<file path="src/hdl/rrc_cfg.svh">
// constants for the rotate-right-through-carry slice
`ifndef RRC_CFG_SVH
`define RRC_CFG_SVH
`define RRC_OPC_HI 4'h1
`define RRC_OPC_MID 3'h4
`define RRC_DEST_BIT 8
`define RRC_WORK_RST 8'h00
`define RRC_CARRY_RST 1'h0
`endif

</file>
<file path="src/hdl/rrc_pkg.sv">
// types for the rotate-right-through-carry slice
package rrc_pkg;
  typedef struct packed {
    logic [7:0] workAcc;
    logic carry;
    logic fileWe;
    logic [7:0] fileAddr;
    logic [7:0] fileData;
    logic done;
  } rrc_state_t;
endpackage

</file>
<file path="src/hdl/rrc_rotate_right.sv">
// one-cycle rotate right through carry datapath
//
// Overview of operation
// [RL1] opcode 0001 100d ffff ffff decodes as the rotate; one word, one cycle.
// [RL2] the file operand shifts right one place through carry; only carry changes.
// [RL3] destination bit 0 sends the result to the working accumulator.
// [RL4] destination bit 1 writes the result back into the source file register.
// [RL5] old carry enters result bit 7; operand bit 0 becomes the new carry.
`include "rrc_cfg.svh"
module rrc_rotate_right
  import rrc_pkg::*;
(
  input wire logic sys_clk,
  input wire logic arst_n,
  input wire logic clkEn,
  input wire logic opValid,
  input wire logic [15:0] opWord,
  output logic [7:0] fileRdAddr,
  input wire logic [7:0] fileRdData,
  output logic fileWe,
  output logic [7:0] fileWrAddr,
  output logic [7:0] fileWrData,
  output logic [7:0] working_accumulator,
  output logic carryFlag,
  output logic isRotate,
  output logic opDone
);

  //----------------------------------------------------------------
  // decode and rotate
  //----------------------------------------------------------------
  function automatic logic decode_rot(input logic [15:0] w);
    decode_rot = (w[15:12] == `RRC_OPC_HI) && (w[11:9] == `RRC_OPC_MID); // RL1
  endfunction

  function automatic logic [8:0] rot_thru_carry(input logic cin, input logic [7:0] v);
    rot_thru_carry = {v[0], cin, v[7:1]}; // RL5
  endfunction

  rrc_state_t state_r;
  rrc_state_t state_nxt;
  logic rotate_right_via_carry_op;
  logic [7:0] rotVal;
  logic newCarry;
  logic wrPending;
  logic fwdHit;
  logic [7:0] operand;

  assign rotate_right_via_carry_op = opValid && decode_rot(opWord);
  assign isRotate = rotate_right_via_carry_op;
  assign fileRdAddr = opWord[7:0]; // RL1

  //----------------------------------------------------------------
  // write-back forwarding
  //----------------------------------------------------------------
  // a write-back lands one edge after its rotate, so a rotate of the same
  // register in the next cycle takes the pending value, not the stale one
  assign wrPending = state_r.fileWe; // RL4
  assign fwdHit = wrPending && (state_r.fileAddr == opWord[7:0]); // RL4
  assign operand = fwdHit ? state_r.fileData : fileRdData; // RL4
  assign {newCarry, rotVal} = rot_thru_carry(state_r.carry, operand); // RL5

  //----------------------------------------------------------------
  // next state
  //----------------------------------------------------------------
  always_comb
  begin
    state_nxt = state_r;
    state_nxt.fileWe = 1'b0;
    state_nxt.done = 1'b0;
    if (rotate_right_via_carry_op)
    begin
      state_nxt.done = 1'b1; // RL1
      state_nxt.carry = newCarry; // RL2 RL5
      state_nxt.fileAddr = opWord[7:0];
      state_nxt.fileData = rotVal;
      if (opWord[`RRC_DEST_BIT])
      begin
        state_nxt.fileWe = 1'b1; // RL4
      end
      else
      begin
        state_nxt.workAcc = rotVal; // RL3
      end
    end
  end

  //----------------------------------------------------------------
  // state register
  //----------------------------------------------------------------
  always_ff @(posedge sys_clk or negedge arst_n)
  begin
    if (!arst_n)
    begin
      state_r.workAcc <= `RRC_WORK_RST;
      state_r.carry <= `RRC_CARRY_RST;
      state_r.fileWe <= 1'b0;
      state_r.fileAddr <= 8'h00;
      state_r.fileData <= 8'h00;
      state_r.done <= 1'b0;
    end
    else if (clkEn)
    begin
      state_r <= state_nxt;
    end
  end

  //----------------------------------------------------------------
  // outputs
  //----------------------------------------------------------------
  assign fileWe = state_r.fileWe && clkEn;
  assign fileWrAddr = state_r.fileAddr;
  assign fileWrData = state_r.fileData;
  assign working_accumulator = state_r.workAcc;
  assign carryFlag = state_r.carry;
  assign opDone = state_r.done;
endmodule

</file>
<file path="config.mk">
export PLATFORM = sky130hd
export DESIGN_NAME = rrc_rotate_right
export DESIGN_NICKNAME = d
export VERILOG_FILES = /design/src/hdl/rrc_pkg.sv /design/src/hdl/rrc_rotate_right.sv
export VERILOG_INCLUDE_DIRS = /design/src /design/src/hdl
export SDC_FILE = /design/constraint.sdc
export NUM_CORES = 1
export LEC_CHECK = 0
export BUFFER_PORTS_ARGS = -buffer_cell sky130_fd_sc_hd__clkbuf_2
export CORE_ASPECT_RATIO = 1.25
export CORE_UTILIZATION = 47
export DETAILED_ROUTE_END_ITERATION = 10
export PLACE_DENSITY = 0.87
export SLEW_MARGIN = 40
export SYNTH_ARGS = -nofsm -noshare
export SYNTH_HDL_FRONTEND = slang
export SYNTH_SLANG_ARGS = --single-unit
</file>
<file path="constraint.sdc">
create_clock -name sys_clk -period 1.8 [get_ports sys_clk]
set_clock_uncertainty 0.05 [all_clocks]
set_input_delay 0.09 -clock sys_clk [delete_from_list [all_inputs] [get_ports sys_clk]]
set_output_delay 0.09 -clock sys_clk [all_outputs]
set_load 0.01 [all_outputs]
</file>
### Word level (Yosys, flattened, before mapping)

Cells that the tools add are included.

* eq/ne operators: 3
* multiplexer cells: 3
* bitwise logic cells: 1
* reductions and logical operators: 6

Operators by type and width (number)
* $mux 18: 1
* $eq 8x8->1: 1
* $mux 8: 1
* $eq 4x1->1 const B: 1
* $logic_and 1x1->1: 4
* $eq 3x3->1 const B: 1
* $reduce_and 3->1: 1
* $reduce_and 2->1: 1
* $mux 1: 1
* $not 1->1: 1

* register bits: 27
* bits of input ports: 28
* output and inout port bits: 36

### Logic depth before layout (Yosys ltp)

* depth in word-level cells: 4
* mapped depth: 6

### Worst setup path after synthesis

No wires, ideal clock.

* kind: reg-to-reg
* from: reg state_r, in the netlist fileWrAddr[3]
* to: reg state_r, in the netlist fileWrData[0]
* setup time: 135 ps
* arrival time: 1256 ps
* data required time: 1615 ps
* slack: 359 ps
* cell stages (with the launch flop): 7
* cells stage by stage: dfrtp_1 xnor2_1 and4_1 clkbuf_2 buf_4 a31oi_1 a21oi_1

* longest elaborated chain between the ends: 3

RTL lines
* start: declaration: RTL line rrc_rotate_right.sv:40 `rrc_state_t state_r;`
* start signal: assignment: RTL line rrc_rotate_right.sv:104 `state_r <= state_nxt;`
* $eq 8x8->1: RTL line rrc_rotate_right.sv:59 `assign fwdHit = wrPending && (state_r.fileAddr == opWord[7:0]);`
* $logic_and 1x1->1: RTL line rrc_rotate_right.sv:59
* $mux 8: RTL line rrc_rotate_right.sv:60 `assign operand = fwdHit ? state_r.fileData : fileRdData;`

Every way passes these cells.
A chain may end at the register's enable or synchronous reset.

### Final worst setup path

* from: in opWord[3]
* to: reg state_r, in the netlist fileWrData[4]

* longest elaborated chain between the ends: 3

RTL lines
* start: declaration: RTL line rrc_rotate_right.sv:17 `input wire logic [15:0] opWord,`
* $eq 8x8->1: RTL line rrc_rotate_right.sv:59
* $logic_and 1x1->1: RTL line rrc_rotate_right.sv:59
* $mux 8: RTL line rrc_rotate_right.sv:60

Every way passes these cells.

==> impl_results.md <==
* Routed Wire Length at 3.71 mm
* Share of final-layout standard cells stronger than drive strength 1 at 34.7%
* Data arrival, critical path at about 1900 ps
* Type of element launching the critical path: input port
* Highest-count cells in the layout ignoring fill and taps: sky130_fd_sc_hd__clkbuf_2, sky130_fd_sc_hd__nand2_1, sky130_fd_sc_hd__dfrtp_1
* Slew Limit Fails at 0
* Minimum clock period after layout at 1710 ps
* Layout fillers at 249
* Overall die width at approximately 52 µm
* Worst IR Drop VDD at 0.000413 V
* Iteration-0 DRC count of the detailed router at 45
* Number of global-route vias before repair at 1340
* Area Overhead vs Synth at 33.5%
* Final worst path period share at 94.9%
* Die Y at 64.3 µm
* Top_reg_cell synth: sky130_fd_sc_hd__dfrtp_1
* Critical Path Start: opWord[3]
* Remaining global-route overflow at 0
* DR pass1 iterations at 4
* Count of inserted antenna diode cells at 0
* Root buffer selected by CTS: sky130_fd_sc_hd__clkbuf_4
* Post-DP HPWL at between 2 and 3 mm
* Fin Setup TNS at 0 ps
* Category of the critical setup timing path: in2reg
* TritonCTS clock tree: built
* Number of buffers created by CTS at 3
* Source-to-sink clock delay at the later pin of the worst-skew pair at 320 ps
* Library cells used by synthesis at 27
* Classification of the worst-slack hold path: in2reg
* Area occupied by registers at 676 µm²
* Pleak at 0.00105 µW
* Core Area at 2950 µm²
* I/O pin total at 64
* Max-cap viol count at 0
* Combined area of all synthesized cells at 1460 µm²
* Least-Margin Pin Slew at 648 ps
* Total of buffers placed on input and output ports at between 60 and 70
* Vias per Instance at 5.43
* Buffers inserted during post-CTS setup optimization at 0
* Worst path required time at a little under 2000 ps
* H-tree depth at 1
* Final Hold Vio Count at 0
* Count of nets after finishing at 254
* Reg2reg end: fileWrData[4]
* Setup repair after global routing missed its margin: no
* Capture point of the worst path: fileWrData[4]
* Status: complete, no violations
* Achievable Freq at between 500 and 600 MHz
* Global router's overall resource usage at 23.3%
* Detailed-route DRC error count at 0
* Starting density of the core at 49.6%
* Maximum net fanout on the critical path at 8
* Area of the multi-input gates at about 660 µm²
* Register-to-register setup slack at around 100 ps
* Layout Cell Area excl Fill at 1950 µm²
* Reg2reg path depth at 4
* Synthesis Warnings at 0
* Placer Congestion at 0.844
* CP Capture Type: flop
* Global-route wire length before repair at ~6 mm
* Antenna-violating nets left at 0
* Sinks on the clock net at 27
* Detail-routed net length per standard cell at ~14 µm
* Hold Path Depth at 3
* Number of core rows at 22
* Total Die Area at 3340 µm²
* Synthesized flop and latch total at 27
* Headroom to the max-slew limit at 56.8%
* Share of synthesized flip-flops with an asynchronous set or reset at 100%
* Synthesized area divided by synthesized cell count at 9.67 µm²
* Reg-to-reg startpoint: fileWrAddr[3]
* Most common cell after layout, fill and taps aside: sky130_fd_sc_hd__clkbuf_2
* Net count of the mapped netlist at 179
* Maximum number of pins on one net before global-route repair at 28
* Power per cell area at 600 nW/µm²
* Sequential element share of the synthesized area at a little under half
* Mapped Cells at 151
* Setup-failing EPs final at 0
* DR vias at ~1400
* Clk pin slew, worst setup/hold paths at 150 ps
* Placed Instance Area at 1740 µm²
* CTS max path bufs at 2
* Number of antenna violations at the first check in global routing at 0
* Overall power consumption at around 1200 µW
* Number of synthesized flops with an enable pin at 0
==> worst max-delay path, stage by stage <==
cell and delay (ps):
sky130_fd_sc_hd__dlygate4sd3_1 540, sky130_fd_sc_hd__clkbuf_2 130, sky130_fd_sc_hd__xnor2_1 210, sky130_fd_sc_hd__nand4_1 340
sky130_fd_sc_hd__o31ai_1 440, sky130_fd_sc_hd__a21oi_1 120
==> Yosys cell counts (all sizes together), types with 3 or more instances <==
library cell | count | area (µm²)
nor2 | 9 | 41.3
buf | 13 | 103
o31ai | 8 | 60.1
nand2 | 28 | 105
a2bb2oi | 7 | 61.3
and3 | 10 | 62.6
a21oi | 8 | 40.0
xnor2 | 8 | 77.6
dfrtp | 27 | 676
a31oi | 15 | 93.8
clkbuf | 3 | 12.5
nand3 | 3 | 20.0
==> metal layers <==
| layer | global-route usage (%) | vias to the layer above | routed length [µm] |
|---|---|---|---|
| met3 | 2.38 | 4 | 144 |
| met4 | 6.08 | 0 | 29 |
| li1 | - | 686 | - |
| met2 | 42.0 | 44 | 2000 |
| met5 | 0 | - | 0 |
| met1 | 28.7 | 684 | 1530 |
==> final cells by class <==
type,instances,area share [%]
Timing Repair Buffer,86,27.3
Clock buffer,4,1.35
Tap cell,36,2.31
Inverter,2,0.385
Sequential cell,27,34.7
Multi-Input combinational cell,106,34.0
==> where the power goes <==
| group | internal, µW | switching, µW | total (µW) |
|---|---|---|---|
| Sequential | 638 | 25.9 | 664 |
| Clock | 86.8 | 184 | 270 |
| Combinational | 115 | 120 | 235 |
==> metrics by stage <==
stage	worst slack (ps)	cells	util, %	hold WS (ps)
global route	9.95	261	66.2	55.6
finish	91.4	261	66.2	20.2
detailed placement	111	239	59.2	99.4
global placement	183	239	59.2	95.0
floorplan	359	151	-	-256
CTS	93.1	261	66.2	27.1
==> state kept, by name (all words and copies together) (netlist names) <==
| register | count |
|---|---|
| opDone | 1 |
| carryFlag | 1 |
| fileWrData | 8 |
| working_accumulator | 8 |
| fileWrAddr | 8 |
| wrPending | 1 |
==> worst min-delay path by stage <==
stage	startpoint	slack, ps	to
after floorplan	arst_n	-260	carryFlag
after global placement	arst_n	100	fileWrAddr[3]
after detailed placement	arst_n	100	fileWrAddr[1]
after CTS	opWord[8]	30	wrPending
after global routing	opWord[8]	60	wrPending
final	opWord[8]	20	wrPending
==> cell families after synthesis <==
logic type	synth area share, %
DFF	46.3
buffers and inverters	8.40
and+or+nand+nor	21.1
muxes	0.771
xor gates and xnor gates	5.31
AOI/OAI and AO/OA	18.2
==> what timing repair did <==
action,CTS,global route
resized for setup,0,0
endpoints found under the hold margin,50,0
hold buffers,18,0
Power figures use the tool's default switching activity.
